`src/logic/sdram_cmd_pkg.sv`:
```
// Shared encodings, layouts and timing counts for the SDRAM command and bank state block.
package sdram_cmd_pkg;
	localparam int CLK_PERIOD_NS = 20;
	localparam int ACT_TO_COL_NS = 20;
	localparam int PRECHARGE_NS = 20;
	localparam int MODE_LOAD_NS = 40;
	localparam int SR_EXIT_NS = 80;
	localparam int REFRESH_NS = 80;
	localparam logic [7:0] ACT_TO_COL_CYC = 8'((ACT_TO_COL_NS + CLK_PERIOD_NS - 1) / CLK_PERIOD_NS);
	localparam logic [7:0] PRECHARGE_CYC = 8'((PRECHARGE_NS + CLK_PERIOD_NS - 1) / CLK_PERIOD_NS);
	localparam logic [7:0] MODE_LOAD_CYC = 8'((MODE_LOAD_NS + CLK_PERIOD_NS - 1) / CLK_PERIOD_NS);
	localparam logic [7:0] SR_EXIT_CYC = 8'((SR_EXIT_NS + CLK_PERIOD_NS - 1) / CLK_PERIOD_NS);
	localparam logic [7:0] REFRESH_CYC = 8'((REFRESH_NS + CLK_PERIOD_NS - 1) / CLK_PERIOD_NS);
	localparam logic [7:0] BURST_BEATS = 8'h04;
	localparam int BANKS = 4;
	localparam int ADDR_W = 12;
	localparam int COL_W = 8;
	localparam int DATA_W = 16;
	localparam int AUTO_PRE_BIT = 10;
	localparam int WBEAT_W = 2 + COL_W + 2 + DATA_W;
	localparam int FIFO_DEPTH = 8;
	localparam logic [ADDR_W-1:0] MODE_REG_RESET = 12'h000;
	localparam logic [ADDR_W-1:0] ROW_RESET = 12'h000;
	// Command codes are the row, column and write strobes in that order.
	localparam logic [2:0] CMD_LOAD_MODE = 3'h0;
	localparam logic [2:0] CMD_REFRESH = 3'h1;
	localparam logic [2:0] CMD_PRECHARGE = 3'h2;
	localparam logic [2:0] CMD_ACTIVATE = 3'h3;
	localparam logic [2:0] CMD_WRITE = 3'h4;
	localparam logic [2:0] CMD_READ = 3'h5;
	localparam logic [2:0] CMD_BURST_STOP = 3'h6;
	localparam logic [2:0] CMD_NO_OP = 3'h7;
	typedef enum logic [7:0] {
		BANK_IDLE = 8'h01, BANK_ACTIVATING = 8'h02, BANK_ACTIVE = 8'h04, BANK_READ = 8'h08,
		BANK_WRITE = 8'h10, BANK_READ_AP = 8'h20, BANK_WRITE_AP = 8'h40, BANK_PRECHARGING = 8'h80
	} bank_st_t;
	typedef enum logic [6:0] {
		DEV_NORMAL = 7'h01, DEV_POWER_DOWN = 7'h02, DEV_SELF_REFRESH = 7'h04,
		DEV_SUSPEND = 7'h08, DEV_REFRESHING = 7'h10, DEV_MODE_LOAD = 7'h20, DEV_SR_EXIT = 7'h40
	} dev_mode_t;
endpackage

```
`src/logic/sdram_cmd_bank.sv`:
```
// Write beat FIFO and the SDRAM command decoder with per-bank state tracking.
`timescale 1ns/1ps

module beat_fifo #(
	parameter int WIDTH = 28,
	parameter int DEPTH = 8
) (
	// Clock and reset.
	input wire logic clk,
	input wire logic rst_n,
	// Filling side.
	input wire logic in_valid,
	output logic in_ready,
	input wire logic [WIDTH-1:0] in_data,
	// Draining side.
	output logic out_valid,
	input wire logic out_ready,
	output logic [WIDTH-1:0] out_data
);
	localparam int AW = $clog2(DEPTH);
	typedef struct packed {
		logic [DEPTH-1:0][WIDTH-1:0] mem;
		logic [AW-1:0] wp;
		logic [AW-1:0] rp;
		logic [AW:0] cnt;
	} fifo_st_t;
	fifo_st_t q;
	fifo_st_t d;
	logic do_push;
	logic do_pop;

	assign in_ready = (q.cnt != (AW+1)'(DEPTH));
	assign out_valid = (q.cnt != '0);
	assign out_data = q.mem[q.rp];

	always_comb begin
		d = q;
		do_push = in_valid && in_ready;
		do_pop = out_valid && out_ready;
		if (do_push) begin
			d.mem[q.wp] = in_data;
			d.wp = (q.wp == AW'(DEPTH - 1)) ? '0 : q.wp + 1'b1;
		end
		if (do_pop) begin
			d.rp = (q.rp == AW'(DEPTH - 1)) ? '0 : q.rp + 1'b1;
		end
		if (do_push && !do_pop) begin
			d.cnt = q.cnt + 1'b1;
		end else if (do_pop && !do_push) begin
			d.cnt = q.cnt - 1'b1;
		end
	end

	always_ff @(posedge clk or negedge rst_n) begin
		if (!rst_n) begin
			q <= '0;
		end else begin
			q <= d;
		end
	end
endmodule // beat_fifo

module sdram_cmd_bank (
	// Clock and reset.
	input wire logic clk,
	input wire logic rst_n,
	// Command pins, sampled on the rising edge.
	input wire logic cs_n,
	input wire logic ras_n,
	input wire logic cas_n,
	input wire logic we_n,
	input wire logic cke,
	input wire logic [11:0] addr,
	input wire logic bank_select_bit0,
	input wire logic bank_select_bit1,
	input wire logic low_byte_mask,
	input wire logic high_byte_mask,
	input wire logic [15:0] dq_in,
	// Read output enables per byte.
	output logic rd_low_oe,
	output logic rd_high_oe,
	// Status.
	output sdram_cmd_pkg::dev_mode_t dev_mode,
	output sdram_cmd_pkg::bank_st_t [3:0] bank_state,
	output logic [11:0] mode_reg,
	output logic [11:0] active_row,
	output logic [11:0] refresh_row,
	output logic illegal_cmd,
	// Write beats towards the array.
	output logic write_buf_ready,
	output logic wr_valid,
	input wire logic wr_ready,
	output logic [1:0] wr_bank,
	output logic [7:0] wr_col,
	output logic [1:0] wr_byte_en,
	output logic [15:0] wr_data
);
	typedef struct packed {
		sdram_cmd_pkg::dev_mode_t mode;
		logic cke_prev;
		logic [7:0] gcnt;
		sdram_cmd_pkg::bank_st_t [3:0] bst;
		logic [3:0][7:0] bcnt;
		logic [1:0] last_bank;
		logic [7:0] wcol;
		logic [11:0] mode_reg;
		logic [11:0] act_row;
		logic [11:0] ref_row;
		logic [1:0] rd_en1;
		logic [1:0] rd_oe;
		logic illegal;
	} state_t;
	state_t q;
	state_t d;
	logic [2:0] cmd;
	logic [1:0] tb;
	logic idle_cmd;
	logic all_idle;
	logic any_burst;
	logic w_beat;
	logic r_beat;
	logic push;
	logic [7:0] push_col;
	logic [1:0] push_bank;
	logic [1:0] byte_en;
	logic fifo_in_ready;
	logic [sdram_cmd_pkg::WBEAT_W-1:0] fifo_out;

	always_comb begin
		d = q;
		d.illegal = 1'b0;
		d.cke_prev = cke;
		cmd = cs_n ? sdram_cmd_pkg::CMD_NO_OP : {ras_n, cas_n, we_n};
		tb = {bank_select_bit1, bank_select_bit0};
		idle_cmd = (cmd == sdram_cmd_pkg::CMD_NO_OP);
		byte_en = ~{high_byte_mask, low_byte_mask};
		all_idle = 1'b1;
		any_burst = 1'b0;
		for (int i = 0; i < sdram_cmd_pkg::BANKS; i++) begin
			all_idle = all_idle && (q.bst[i] == sdram_cmd_pkg::BANK_IDLE);
			any_burst = any_burst || (q.bst[i] inside {sdram_cmd_pkg::BANK_READ,
				sdram_cmd_pkg::BANK_WRITE, sdram_cmd_pkg::BANK_READ_AP,
				sdram_cmd_pkg::BANK_WRITE_AP});
		end
		w_beat = (q.bst[q.last_bank] inside {sdram_cmd_pkg::BANK_WRITE,
			sdram_cmd_pkg::BANK_WRITE_AP}) && (q.bcnt[q.last_bank] > 8'h01);
		r_beat = (q.bst[q.last_bank] inside {sdram_cmd_pkg::BANK_READ,
			sdram_cmd_pkg::BANK_READ_AP}) && (q.bcnt[q.last_bank] > 8'h01);
		push = 1'b0;
		push_col = q.wcol;
		push_bank = q.last_bank;
		if (!q.cke_prev) begin
			// The edge is gated off; only the clock-gate exit paths act here.
			if (cke) begin
				case (q.mode)
					sdram_cmd_pkg::DEV_POWER_DOWN: begin
						d.mode = sdram_cmd_pkg::DEV_NORMAL;
						d.illegal = !idle_cmd;
					end
					sdram_cmd_pkg::DEV_SELF_REFRESH: begin
						d.mode = sdram_cmd_pkg::DEV_SR_EXIT;
						d.gcnt = sdram_cmd_pkg::SR_EXIT_CYC;
						d.illegal = !idle_cmd;
					end
					sdram_cmd_pkg::DEV_SUSPEND: begin
						d.mode = sdram_cmd_pkg::DEV_NORMAL;
					end
					default: begin
					end
				endcase
			end
			// Gate low at both edges: the current low-power mode is held.
		end else if (!cke && q.mode == sdram_cmd_pkg::DEV_NORMAL) begin
			if (all_idle && idle_cmd) begin
				d.mode = sdram_cmd_pkg::DEV_POWER_DOWN;
			end else if (all_idle && cmd == sdram_cmd_pkg::CMD_REFRESH) begin
				d.mode = sdram_cmd_pkg::DEV_SELF_REFRESH;
				d.ref_row = q.ref_row + 1'b1;
			end else begin
				d.mode = sdram_cmd_pkg::DEV_SUSPEND;
				d.illegal = !any_burst;
			end
		end else if (cke || q.mode != sdram_cmd_pkg::DEV_NORMAL) begin
			// Timers run first so that a command in the same edge overrides them.
			for (int i = 0; i < sdram_cmd_pkg::BANKS; i++) begin
				if (q.bcnt[i] > 8'h01) begin
					d.bcnt[i] = q.bcnt[i] - 8'h01;
				end else begin
					case (q.bst[i])
						sdram_cmd_pkg::BANK_ACTIVATING, sdram_cmd_pkg::BANK_READ,
						sdram_cmd_pkg::BANK_WRITE: begin
							d.bst[i] = sdram_cmd_pkg::BANK_ACTIVE;
						end
						sdram_cmd_pkg::BANK_READ_AP, sdram_cmd_pkg::BANK_WRITE_AP: begin
							d.bst[i] = sdram_cmd_pkg::BANK_PRECHARGING;
							d.bcnt[i] = sdram_cmd_pkg::PRECHARGE_CYC;
						end
						sdram_cmd_pkg::BANK_PRECHARGING: begin
							d.bst[i] = sdram_cmd_pkg::BANK_IDLE;
						end
						default: begin
						end
					endcase
				end
			end
			if (q.mode != sdram_cmd_pkg::DEV_NORMAL) begin
				if (q.gcnt > 8'h01) begin
					d.gcnt = q.gcnt - 8'h01;
				end else begin
					d.mode = sdram_cmd_pkg::DEV_NORMAL;
				end
			end
			if (w_beat) begin
				push = 1'b1;
				d.wcol = q.wcol + 8'h01;
			end
			d.rd_en1 = {2{r_beat}} & byte_en;
			if (q.mode != sdram_cmd_pkg::DEV_NORMAL) begin
				d.illegal = !idle_cmd;
			end else begin
				case (cmd)
					sdram_cmd_pkg::CMD_ACTIVATE: begin
						if (q.bst[tb] == sdram_cmd_pkg::BANK_IDLE) begin
							d.bst[tb] = sdram_cmd_pkg::BANK_ACTIVATING;
							d.bcnt[tb] = sdram_cmd_pkg::ACT_TO_COL_CYC;
							d.act_row = addr;
						end else begin
							d.illegal = 1'b1;
						end
					end
					sdram_cmd_pkg::CMD_READ, sdram_cmd_pkg::CMD_WRITE: begin
						if (q.bst[tb] inside {sdram_cmd_pkg::BANK_ACTIVE, sdram_cmd_pkg::BANK_READ,
							sdram_cmd_pkg::BANK_WRITE}) begin
							// An older burst in another bank is cut; with auto precharge it closes.
							if (q.last_bank != tb && q.bst[q.last_bank] inside
								{sdram_cmd_pkg::BANK_READ, sdram_cmd_pkg::BANK_WRITE}) begin
								d.bst[q.last_bank] = sdram_cmd_pkg::BANK_ACTIVE;
								d.bcnt[q.last_bank] = 8'h00;
							end else if (q.last_bank != tb && q.bst[q.last_bank] inside
								{sdram_cmd_pkg::BANK_READ_AP, sdram_cmd_pkg::BANK_WRITE_AP}) begin
								d.bst[q.last_bank] = sdram_cmd_pkg::BANK_PRECHARGING;
								d.bcnt[q.last_bank] = sdram_cmd_pkg::PRECHARGE_CYC;
							end
							if (cmd == sdram_cmd_pkg::CMD_READ) begin
								d.bst[tb] = addr[sdram_cmd_pkg::AUTO_PRE_BIT] ?
									sdram_cmd_pkg::BANK_READ_AP : sdram_cmd_pkg::BANK_READ;
								push = 1'b0;
								d.rd_en1 = byte_en;
							end else begin
								d.bst[tb] = addr[sdram_cmd_pkg::AUTO_PRE_BIT] ?
									sdram_cmd_pkg::BANK_WRITE_AP : sdram_cmd_pkg::BANK_WRITE;
								push = 1'b1;
								push_bank = tb;
								push_col = addr[sdram_cmd_pkg::COL_W-1:0];
								d.rd_en1 = 2'h0;
							end
							d.bcnt[tb] = sdram_cmd_pkg::BURST_BEATS;
							d.last_bank = tb;
							d.wcol = addr[sdram_cmd_pkg::COL_W-1:0] + 8'h01;
						end else begin
							d.illegal = 1'b1;
						end
					end
					sdram_cmd_pkg::CMD_BURST_STOP: begin
						if (q.bst[q.last_bank] inside {sdram_cmd_pkg::BANK_READ,
							sdram_cmd_pkg::BANK_WRITE}) begin
							d.bst[q.last_bank] = sdram_cmd_pkg::BANK_ACTIVE;
							d.bcnt[q.last_bank] = 8'h00;
							push = 1'b0;
							d.rd_en1 = 2'h0;
						end else begin
							d.illegal = 1'b1;
						end
					end
					sdram_cmd_pkg::CMD_PRECHARGE: begin
						for (int i = 0; i < sdram_cmd_pkg::BANKS; i++) begin
							if (addr[sdram_cmd_pkg::AUTO_PRE_BIT] || tb == 2'(i)) begin
								if (q.bst[i] inside {sdram_cmd_pkg::BANK_ACTIVE,
									sdram_cmd_pkg::BANK_READ, sdram_cmd_pkg::BANK_WRITE}) begin
									d.bst[i] = sdram_cmd_pkg::BANK_PRECHARGING;
									d.bcnt[i] = sdram_cmd_pkg::PRECHARGE_CYC;
									if (2'(i) == q.last_bank) begin
										push = 1'b0;
										d.rd_en1 = 2'h0;
									end
								end else if (q.bst[i] != sdram_cmd_pkg::BANK_IDLE) begin
									d.illegal = 1'b1;
								end
								// An idle bank is left as it is.
							end
						end
					end
					sdram_cmd_pkg::CMD_REFRESH: begin
						if (all_idle) begin
							d.mode = sdram_cmd_pkg::DEV_REFRESHING;
							d.gcnt = sdram_cmd_pkg::REFRESH_CYC;
							d.ref_row = q.ref_row + 1'b1;
						end else begin
							d.illegal = 1'b1;
						end
					end
					sdram_cmd_pkg::CMD_LOAD_MODE: begin
						if (all_idle) begin
							d.mode_reg = addr;
							d.mode = sdram_cmd_pkg::DEV_MODE_LOAD;
							d.gcnt = sdram_cmd_pkg::MODE_LOAD_CYC;
						end else begin
							d.illegal = 1'b1;
						end
					end
					default: begin
					end
				endcase
			end
			d.rd_oe = q.rd_en1;
		end
	end

	always_ff @(posedge clk or negedge rst_n) begin
		if (!rst_n) begin
			q.mode <= sdram_cmd_pkg::DEV_NORMAL;
			q.cke_prev <= 1'b0;
			q.gcnt <= 8'h00;
			q.bst <= '{default: sdram_cmd_pkg::BANK_IDLE};
			q.bcnt <= '0;
			q.last_bank <= 2'h0;
			q.wcol <= 8'h00;
			q.mode_reg <= sdram_cmd_pkg::MODE_REG_RESET;
			q.act_row <= sdram_cmd_pkg::ROW_RESET;
			q.ref_row <= sdram_cmd_pkg::ROW_RESET;
			q.rd_en1 <= 2'h0;
			q.rd_oe <= 2'h0;
			q.illegal <= 1'b0;
		end else begin
			q <= d;
		end
	end

	// A full buffer drops the beat, because the bus cannot be stalled; write_buf_ready shows it.
	beat_fifo #(.WIDTH(sdram_cmd_pkg::WBEAT_W), .DEPTH(sdram_cmd_pkg::FIFO_DEPTH)) u_fifo (
		.clk(clk),
		.rst_n(rst_n),
		.in_valid(push),
		.in_ready(fifo_in_ready),
		.in_data({push_bank, push_col, byte_en, dq_in}),
		.out_valid(wr_valid),
		.out_ready(wr_ready),
		.out_data(fifo_out)
	);

	assign write_buf_ready = fifo_in_ready;
	assign {wr_bank, wr_col, wr_byte_en, wr_data} = fifo_out;
	assign rd_low_oe = q.rd_oe[0];
	assign rd_high_oe = q.rd_oe[1];
	assign dev_mode = q.mode;
	assign bank_state = q.bst;
	assign mode_reg = q.mode_reg;
	assign active_row = q.act_row;
	assign refresh_row = q.ref_row;
	assign illegal_cmd = q.illegal;
endmodule // sdram_cmd_bank

```
`config.mk`:
```
export PLATFORM = sky130hd
export DESIGN_NAME = sdram_cmd_bank
export DESIGN_NICKNAME = d
export VERILOG_FILES = /design/src/logic/sdram_cmd_pkg.sv /design/src/logic/sdram_cmd_bank.sv
export SDC_FILE = /design/constraint.sdc
export NUM_CORES = 1
export LEC_CHECK = 0
export BUFFER_PORTS_ARGS = -buffer_cell sky130_fd_sc_hd__buf_2
export CAP_MARGIN = 10
export CELL_PAD_IN_SITES_DETAIL_PLACEMENT = 1
export CELL_PAD_IN_SITES_GLOBAL_PLACEMENT = 2
export CORE_MARGIN = 2
export CORE_UTILIZATION = 42
export DETAILED_ROUTE_END_ITERATION = 12
export GPL_ROUTABILITY_DRIVEN = 0
export PLACE_DENSITY_LB_ADDON = 0.1
export SLEW_MARGIN = 20
export SYNTH_ARGS = -nofsm -noshare
export SYNTH_HDL_FRONTEND = slang
export SYNTH_SLANG_ARGS = --single-unit
export TNS_END_PERCENT = 10
```
`constraint.sdc`:
```
create_clock -name clk -period 4.41 [get_ports clk]
set_clock_uncertainty 0.05 [all_clocks]
set_input_delay 0.882 -clock clk [delete_from_list [all_inputs] [get_ports clk]]
set_output_delay 0.882 -clock clk [all_outputs]
set_load 0.05 [all_outputs]
```
# After elaboration in Yosys (flattened, before gate mapping)
# Cells that the tools add are included.
# classes
n_addsub	12
n_lt_le_gt_ge	13
eq_ne	72
n_mux	218
n_bitwise	24
reduce_logical	73
# ops
operator	count
64-bit 2-to-1 mux	10
8-bit 2-to-1 mux	75
64-bit case mux with 4 select lines	1
224-bit bitwise mux	1
28-bit AND	6
28-bit NOT	6
123-bit 2-to-1 mux	1
120-bit 2-to-1 mux	1
12-bit 2-to-1 mux	9
106-bit 2-to-1 mux	1
8-bit case mux with 3 select lines	4
28-bit binary-select mux with 3-bit select	1
28-bit demux with 3-bit select	1
74-bit 2-to-1 mux	1
7-bit 2-to-1 mux	10
32-bit bitwise mux	2
28-bit 2-to-1 mux	2
1-bit 2-to-1 mux	52
2-bit 2-to-1 mux	25
8-bit binary-select mux with 2-bit select	3
8-bit by 4-bit equality test with 1-bit output (second input constant)	6
8-bit by 5-bit equality test with 1-bit output (second input constant)	6
8-bit by 1-bit > comparator with 1-bit output (second input constant)	6
8-bit by 1-bit equality test with 1-bit output (second input constant)	5
64 further kinds	177
# totals
regBits	365
in_bits	40
out_inout_bits	108
word_cells	442

# Logic depth before layout (Yosys ltp)
# Gate-level depths: netlist of the first run.
# logic_depth
word_depth	31
ltp_mapped	17
ltp_nobuf	15

# Cells and area by module
# A second synthesis of the first run with hierarchy kept.
# hier_totals
cells_unflattened	1744
hier_area_um2	20517.2
# modules_own_cells
module	n_inst	cells_per_inst	area_per_inst_um2	seq_area_each_um2
beat_fifo	1	633	10865.4	5855.6
sdram_cmd_bank	1	1111	9651.8	3284.4

# Least setup slack after synthesis of the first run
# No wires, ideal clock.
# synth_timing
path_kind	input -> register
from	in bank_select_bit0
to	reg u_fifo.q[3] (netlist bit)
arrival_time_ns	4.140
required_time_ns	4.235
slack_ns	0.094
path_stages	16
path_cell_list	buf_4 -> mux4_2 -> nor3b_1 -> o2111a_1 -> nand3_1 -> clkbuf_1 -> o21ai_0 -> and2_1 -> ha_1 -> inv_1 -> ha_1 -> a21o_1 -> a21oi_1 -> xnor2_1 -> nor2_1 -> xor2_1
# synth_between
elab_chain_cells	21
# synth_rtl
item	line	text
start, declared	sdram_cmd_bank.sv:74	input wire logic bank_select_bit0,
2-bit logical NOT	sdram_cmd_bank.sv:277	if (addr[sdram_cmd_pkg::AUTO_PRE_BIT] || tb == 2'(i)) begin
1-bit logical OR	sdram_cmd_bank.sv:277	
1-bit 2-to-1 mux	sdram_cmd_bank.sv:277	
1-bit 2-to-1 mux	sdram_cmd_bank.sv:282	if (2'(i) == q.last_bank) begin
1-bit 2-to-1 mux	sdram_cmd_bank.sv:278	if (q.bst[i] inside {sdram_cmd_pkg::BANK_ACTIVE,
1-bit 2-to-1 mux	sdram_cmd_bank.sv:277	
1-bit 2-to-1 mux	sdram_cmd_bank.sv:282	
1-bit 2-to-1 mux	sdram_cmd_bank.sv:278	
[... 6 more ...]	-	
1-bit 2-to-1 mux (*)	sdram_cmd_bank.sv:183	end else if (cke || q.mode != sdram_cmd_pkg::DEV_NORMAL) begin
1-bit 2-to-1 mux (*)	sdram_cmd_bank.sv:173	end else if (!cke && q.mode == sdram_cmd_pkg::DEV_NORMAL) begin
1-bit 2-to-1 mux (*)	sdram_cmd_bank.sv:152	if (!q.cke_prev) begin
1-bit logical AND (*)	sdram_cmd_bank.sv:38	do_push = in_valid && in_ready;
named net u_fifo.do_push	sdram_cmd_bank.sv:29	logic do_push;
1-bit logical NOT	sdram_cmd_bank.sv:49	end else if (do_pop && !do_push) begin
1-bit logical AND	sdram_cmd_bank.sv:49	
2-bit nonzero test (no line)	-	
end signal, assigned	sdram_cmd_bank.sv:56	q <= '0;
end signal, assigned	sdram_cmd_bank.sv:58	q <= d;
end, declared	sdram_cmd_bank.sv:27	fifo_st_t q;
# Mark *: on every way through the listed nets, which the timed path passes. The rest lies on a longest branch. The select of a mux whose other input is x is not followed.
# A chain may end at the register's enable or synchronous reset.

# Final worst setup path of the first run
# layout_timing
from	reg q[49] (netlist bit)
to	reg u_fifo.q[3] (netlist bit)
# layout_between
elab_chain_cells	30
# layout_rtl
item	line	text
start, declared	sdram_cmd_bank.sv:113	state_t q;
parallel branches: the longest is 22 deep, another holds 8-bit by 1-bit > comparator with 1-bit output	-	
1-bit 2-to-1 mux (*)	sdram_cmd_bank.sv:218	if (q.mode != sdram_cmd_pkg::DEV_NORMAL) begin
1-bit 2-to-1 mux (*)	sdram_cmd_bank.sv:183	
1-bit 2-to-1 mux (*)	sdram_cmd_bank.sv:173	
1-bit 2-to-1 mux (*)	sdram_cmd_bank.sv:152	
1-bit logical AND (*)	sdram_cmd_bank.sv:38	
named net u_fifo.do_push	sdram_cmd_bank.sv:29	
1-bit logical NOT	sdram_cmd_bank.sv:49	
1-bit logical AND	sdram_cmd_bank.sv:49	
2-bit nonzero test (no line)	-	
# Mark *: on every way through the listed nets, which the timed path passes. The select of a mux whose other input is x is not followed.

==> results_dict.tcl, run 1 <==
set metrics [dict create \
    slowest_delay_ps 800 \
    worst_slew_pin_slew_ps 1140 \
    gr-total-overflow 0 \
    min_period_over_period 0.927 \
    hold_path.class "in2async" \
    synth_edf_count 0 \
    largest_reg_flops 234 \
    drive_gt1_frac 0.339 \
    grt_start_max_net_pins 81 \
    num_io_pins 148 \
    post-route-cell-area_um2 23600 \
    p_total_mw 11.5 \
    largest_register "u_fifo.q" \
    p_leak_nw 11.1 \
    grt_first_pass_wirelength_um 100000 \
    synthFlopType "dfrtp_1" \
    drc 0 \
    dp_cells 2520 \
    dr.first_iter.drc_count 1045 \
    start_util 0.424 \
    holdBufCountCts 0 \
    yosysTopAreaCell "dfrtp_1" \
    cts_tree "built" \
    wl_per_cell_um 24.9 \
    hold_violations 0 \
    dieArea_um2 51100 \
    rsz0062_at_grt "false" \
    fmax_ghz 0.245 \
    fin_cells 2597 \
    dp_hpwl_um 44700 \
    numCtsBuffers 43 \
    ff2ff_setup_slack_ps 320 \
    synthTopCellsByArea "dfrtp_1, mux2_2, mux4_2" \
    status "completed" \
    grt_pass1_vias 16400 \
    clkLatencyLatePin_ps 570 \
    timing.hold.ws_ps 298 \
    ys_warn_count 0 \
    core_area_um2 48800 \
    die_y_um 226 \
    drt_wl_total_um 64600 \
    ctsRootBufferMaster "clkbuf_16" \
    syn_nets 1864 \
    syn_area_um2 20700 \
    path_clk_slew_ps 60 \
    path_cells "mux4_1 -> or2_1 -> nor4_2 -> o221ai_2 -> o21ai_0 -> o21ai_0 -> and2_1 -> ha_1 -> inv_1 -> ha_1 -> a21o_1 -> a21oi_1 -> xnor2_1 -> nor2_1 -> xor2_1" \
    drv_cap 0 \
    nets 1962 \
    ir_drop_v 0.000359 \
    ys_async_sr_fraction 1.00 \
    rows 81 \
    end_kind "register" \
    diodes 0 \
    worst_setup_path_start_kind "register" \
    ys_types 94 \
    drv_slew 0 \
    ys_seq_elements 365 \
    max_slew_margin 0.239 \
    netlist_instances 1803 \
    worstPathMaxFanout 9 \
    routed-via-count 15500 \
    drtAntennaViolNets 0 \
    ys_seq_area_frac 0.441 \
    critPathArrivalTime_ps 4480 \
    portBuffers 147 \
    final_util 0.483 \
    syn_to_final_growth_pct 13.8 \
    drt-pass1-iter-count 5 \
    ctsHtreeMaxLevel 2 \
    setup_violations 0 \
    worstRegToRegCells 15 \
    viasPerCell 5.96 \
    antenna_found_initial 4 \
    r2r_end "u_fifo.q[3]" \
    syn_area_per_cell_um2 11.5 \
    ctsLongestPathBuffers 3 \
    yosysTopAreaCellShare 0.435 \
    path_class "reg2reg" \
    place_area_um2 22100 \
    min_period_ps 4090 \
    grt_usage 0.257 \
    worstPathRequired_ps 4800 \
    reg2reg_from "q[49]" \
    die_w_um 226 \
    slowest_stage "mux4_1" \
    clkSinkCount 365 \
    p_per_area_nw_per_um2 488 \
]
where the power goes:
group	internal [mW]	switching [mW]	total, mW
sequential	3.75	0.509	4.26
combinational	1.35	2.13	3.48
clock	2.28	1.48	3.76
cells in the mapped netlist, types with 9 or more instances:
library cell    n
o31ai_1        14
dfrtp_1       360
nand2b_1       10
mux2i_1        13
a21o_1         10
buf_1          11
mux2_2        190
nor2_1         92
xor2_1         16
a21oi_1        54
ha_1           20
nor4_1         32
nand3_1        32
buf_2          15
a22o_1         11
a31oi_1        14
clkbuf_1       69
xnor2_1        25
nand4_1        14
o211ai_1       12
o22ai_1        10
o32ai_1         9
or3_1          17
or4_1          15
inv_1          47
mux4_2         69
buf_4          83
and3_1         16
nor2b_1        11
mux2_1         31
mux2_4         54
nor4b_1        11
o21ai_0        80
nand2_1       120
nor3_1         52
layer usage:
layer | part of all wire | wire (um) | vias to the layer above | track usage
li1 | - | - | 6838 | -
met1 | 0.45 | 29400 | 8129 | 0.360
met2 | 0.46 | 29600 | 415 | 0.404
met3 | 0.061 | 3930 | 99 | 0.0533
met4 | 0.026 | 1680 | 6 | 0.0747
met5 | 0.00057 | 37 | - | 0
kinds of logic (layout without fill, tap and decap cells):
group / Yosys count / after routing / synth area share
mux: 358 / 358 / 0.242
buf+inv: 234 / 364 / 0.0616
fa+ha+maj: 21 / 21 / 0.0130
simple gates: 472 / 472 / 0.119
flops: 365 / 365 / 0.441
xor+xnor: 41 / 41 / 0.0173
compound gates: 312 / 312 / 0.106
per-stage QoR:
step	TNS, ps	setup slack (ps)
floorplan	0	94.4
global placement	0	42.1
detailed placement	-2500	-84.2
CTS	0	158
global route	0	127
finish	0	323
what timing repair did:
| item | CTS | global route |
|---|---|---|
| endpoints found under the setup margin | 0 | 26 |
| gates resized for setup | 0 | 1 |
| buffers inserted | 0 | 0 |
worst max-delay path, delay by kind of cell, from the launching register on:
kind	cells	cell delay (ps)
XOR/XNOR	2	280
flip-flops	1	600
adder cells (fa/ha/maj)	2	440
buffers and inverters	1	110
multiplexers	1	800
AND/OR/NAND/NOR	4	860
AO/OA/AOI/OAI	5	820
how the worst max path moves through the flow:
stage	from	end	slack (ps)
floorplan	bank_select_bit0	u_fifo.q[3]	90
global route	q[49]	u_fifo.q[3]	130
CTS	q[49]	u_fifo.q[192]	160
global placement	bank_select_bit0	u_fifo.q[191]	40
detailed placement	bank_select_bit0	u_fifo.q[185]	-80
finish	q[49]	u_fifo.q[3]	320
placed cells by master (no fill, tap or decap), drive strengths merged, types with 11 or more instances in the layout:
cell | synthesis | final
buf | 117 | 240
a21oi | 54 | 54
nor3 | 56 | 56
nor4 | 33 | 33
o31ai | 14 | 14
mux2i | 13 | 13
a22o | 11 | 11
a31oi | 14 | 14
o211ai | 12 | 12
mux4 | 70 | 70
mux2 | 275 | 275
and3 | 16 | 16
nor2 | 94 | 94
or3 | 17 | 17
nor2b | 11 | 11
nor4b | 11 | 11
xor2 | 16 | 16
nand2 | 120 | 120
o21ai | 82 | 82
nand3 | 32 | 32
ha | 20 | 20
or4 | 15 | 15
dfrtp | 360 | 360
clkbuf | 70 | 62
xnor2 | 25 | 25
inv | 47 | 48
nand4 | 14 | 14
layout make-up:
type	instances	area (um^2)
clock buffers	62	1220
clock inverters	15	265
fillers	5191	25300
inverters	47	176
multi-input cells	1204	10300
flip-flops and latches	365	9150
well taps	664	831
repair buffers	240	1610
No activity file was read; power rests on OpenSTA's default activity.
==> inputs of run 2 (changes only) <==
--- a/config.mk
+++ b/config.mk
@@ -6,7 +6,7 @@
 export NUM_CORES = 1
 export LEC_CHECK = 0
 export BUFFER_PORTS_ARGS = -buffer_cell sky130_fd_sc_hd__buf_2
-export CAP_MARGIN = 10
+export CAP_MARGIN = 20
 export CELL_PAD_IN_SITES_DETAIL_PLACEMENT = 1
 export CELL_PAD_IN_SITES_GLOBAL_PLACEMENT = 2
 export CORE_MARGIN = 2
==> constraint.sdc (replaced) <==
create_clock -name clk -period 4.41 [get_ports clk]
set_clock_uncertainty 0.05 [all_clocks]
set_input_delay 0.882 -clock clk [delete_from_list [all_inputs] [get_ports clk]]
set_output_delay 0.882 -clock clk [all_outputs]
set_load 0.005 [all_outputs]
==> run 2 against run 1 <==
Utilization is 0.17 points higher. Largest cell class unchanged. Combinational power is 12% lower. Sequential cell count is the same. Highest routed layer unchanged. Critical endpoint unchanged. Final area rose by 0.34%.
==> results_dict.tcl, run 2 (synthesized netlist as in run 1, its figures left out) <==
set metrics [dict create \
    status "completed" \
    start_util 0.424 \
    fin_cells 2616 \
    worstPathRequired_ps 4820 \
    path_cells "buf_4 -> nor4_1 -> nor4_2 -> nor4_2 -> o221ai_2 -> o21ai_0 -> o21ai_0 -> and2_1 -> ha_1 -> inv_1 -> ha_1 -> a21o_1 -> a21oi_1 -> xnor2_1 -> nor2_1 -> xor2_1" \
    worst_setup_path_start_kind "register" \
    drv_slew 0 \
    fill_cells 5213 \
    drv_cap 0 \
    setup_violations 0 \
    post-route-cell-area_um2 23700 \
    viasPerCell 5.96 \
    layout_commonest_cell "dfrtp_1" \
    rsz0062_at_grt "false" \
    hold_path.class "in2async" \
    cts_tree "built" \
    drive_gt1_frac 0.345 \
    p_total_mw 11.1 \
    dp_cells 2535 \
    min_period_over_period 0.924 \
    grt_start_max_net_pins 107 \
    portBuffers 147 \
    fmax_ghz 0.245 \
    critPathArrivalTime_ps 4490 \
    dieArea_um2 51100 \
    path_buf_inv 2 \
    hold_violations 0 \
    slowest_delay_ps 510 \
    final_util 0.484 \
    max_slew_margin 0.300 \
    routed-via-count 15600 \
    clkSinkCount 365 \
    slowest_stage "dfrtp_2" \
    path_clk_slew_ps 60 \
    wl_met1_um 29700 \
    p_per_area_nw_per_um2 470 \
    drt_wl_total_um 65400 \
    ctsLongestPathBuffers 3 \
    ir_drop_v 0.000352 \
    grt_first_pass_wirelength_um 101000 \
    wl_per_cell_um 25.0 \
    ctsHtreeMaxLevel 2 \
    clkLatencyLatePin_ps 580 \
    grt_pass1_vias 16500 \
    worstPathMaxFanout 13 \
    dp_hpwl_um 45900 \
    drt-pass1-iter-count 7 \
    core_area_um2 48800 \
    numCtsBuffers 43 \
    die_w_um 226 \
    min_period_ps 4080 \
    grt_usage 0.259 \
    largest_reg_flops 234 \
    path_delay_family "simple AND/OR/NAND/NOR gates" \
    nets 1977 \
    antenna_found_initial 6 \
    topRoutingLayerUsed "met5" \
    die_y_um 226 \
    multi_input_area_um2 10300 \
    timing.hold.ws_ps 294 \
    largest_register "u_fifo.q" \
    dr_wl_met2_um 30200 \
    ff_latch_area_um2 9150 \
    dr.first_iter.drc_count 970 \
    num_io_pins 148 \
    rows 81 \
    place_area_um2 22200 \
    ctsRootBufferMaster "clkbuf_16" \
    p_leak_nw 11.2 \
    worst_slew_pin_slew_ps 1050 \
    gr-total-overflow 0 \
    wl_met3_um 4100 \
    holdBufCountCts 0 \
    drtAntennaViolNets 0 \
    end_kind "register" \
    drc 0 \
    syn_to_final_growth_pct 14.2 \
    path_class "reg2reg" \
    layout_common_cells "dfrtp_1, mux2_2, buf_2" \
    cts_setup_buffers 0 \
]
## run 2: worst reg2reg max path: cells and delay by family, from the launching register on
family	cells	cell delay, ps
and+or+nand+nor	5	1390
AOI/OAI and AO/OA	5	900
DFF	1	510
adders and majority gates	2	450
buffers and inverters	2	370
xor gates and xnor gates	2	300
## run 2: area by class of cell
| cell class | instances | area share |
|---|---|---|
| multi-input cells | 1204 | 0.437 |
| flip-flops and latches | 365 | 0.387 |
| repair buffers | 255 | 0.0721 |
| clock buffers | 65 | 0.0524 |
| well taps | 664 | 0.0351 |
| clock inverters | 14 | 0.00904 |
| inverters | 47 | 0.00746 |
| diodes | 2 | 0.000212 |
## run 2: metal layers
layer / vias to the layer above / track usage
li1: 6875 / -
met1: 8185 / 0.362
met2: 422 / 0.411
met3: 90 / 0.0541
met4: 8 / 0.0656
met5: - / 0
## run 2: repair_timing
item	CTS	global route
resized for setup	0	3
endpoints found under the setup margin	0	78
endpoints found under the hold margin	0	0
## run 2: power by group
| group | internal, mW | total [mW] | switching (mW) |
|---|---|---|---|
| clock network | 2.19 | 3.68 | 1.49 |
| registers | 3.75 | 4.38 | 0.629 |
| logic | 1.35 | 3.06 | 1.71 |
## run 2: final timing paths
check | slack [ps] | cells past startpoint | end | start
worst min register to register | 420 | 1 | refresh_row[11] | refresh_row[11]
worst max-delay path | 330 | 16 | u_fifo.q[3] | q[49]
worst max register to register | 330 | 16 | u_fifo.q[3] | q[49]
min in group clk | 420 | 1 | refresh_row[11] | refresh_row[11]
worst min-delay path | 290 | 1 | bank_state[27] | rst_n
max in group asynchronous | 2870 | 2 | u_fifo.q[153] | rst_n
## run 2: through the flow
step	TNS (ps)	setup slack, ps
after floorplan	0	94.6
after global placement	0	57.7
after detailed placement	-2060	-67.9
after CTS	0	132
after global routing	0	9.90
final	0	334
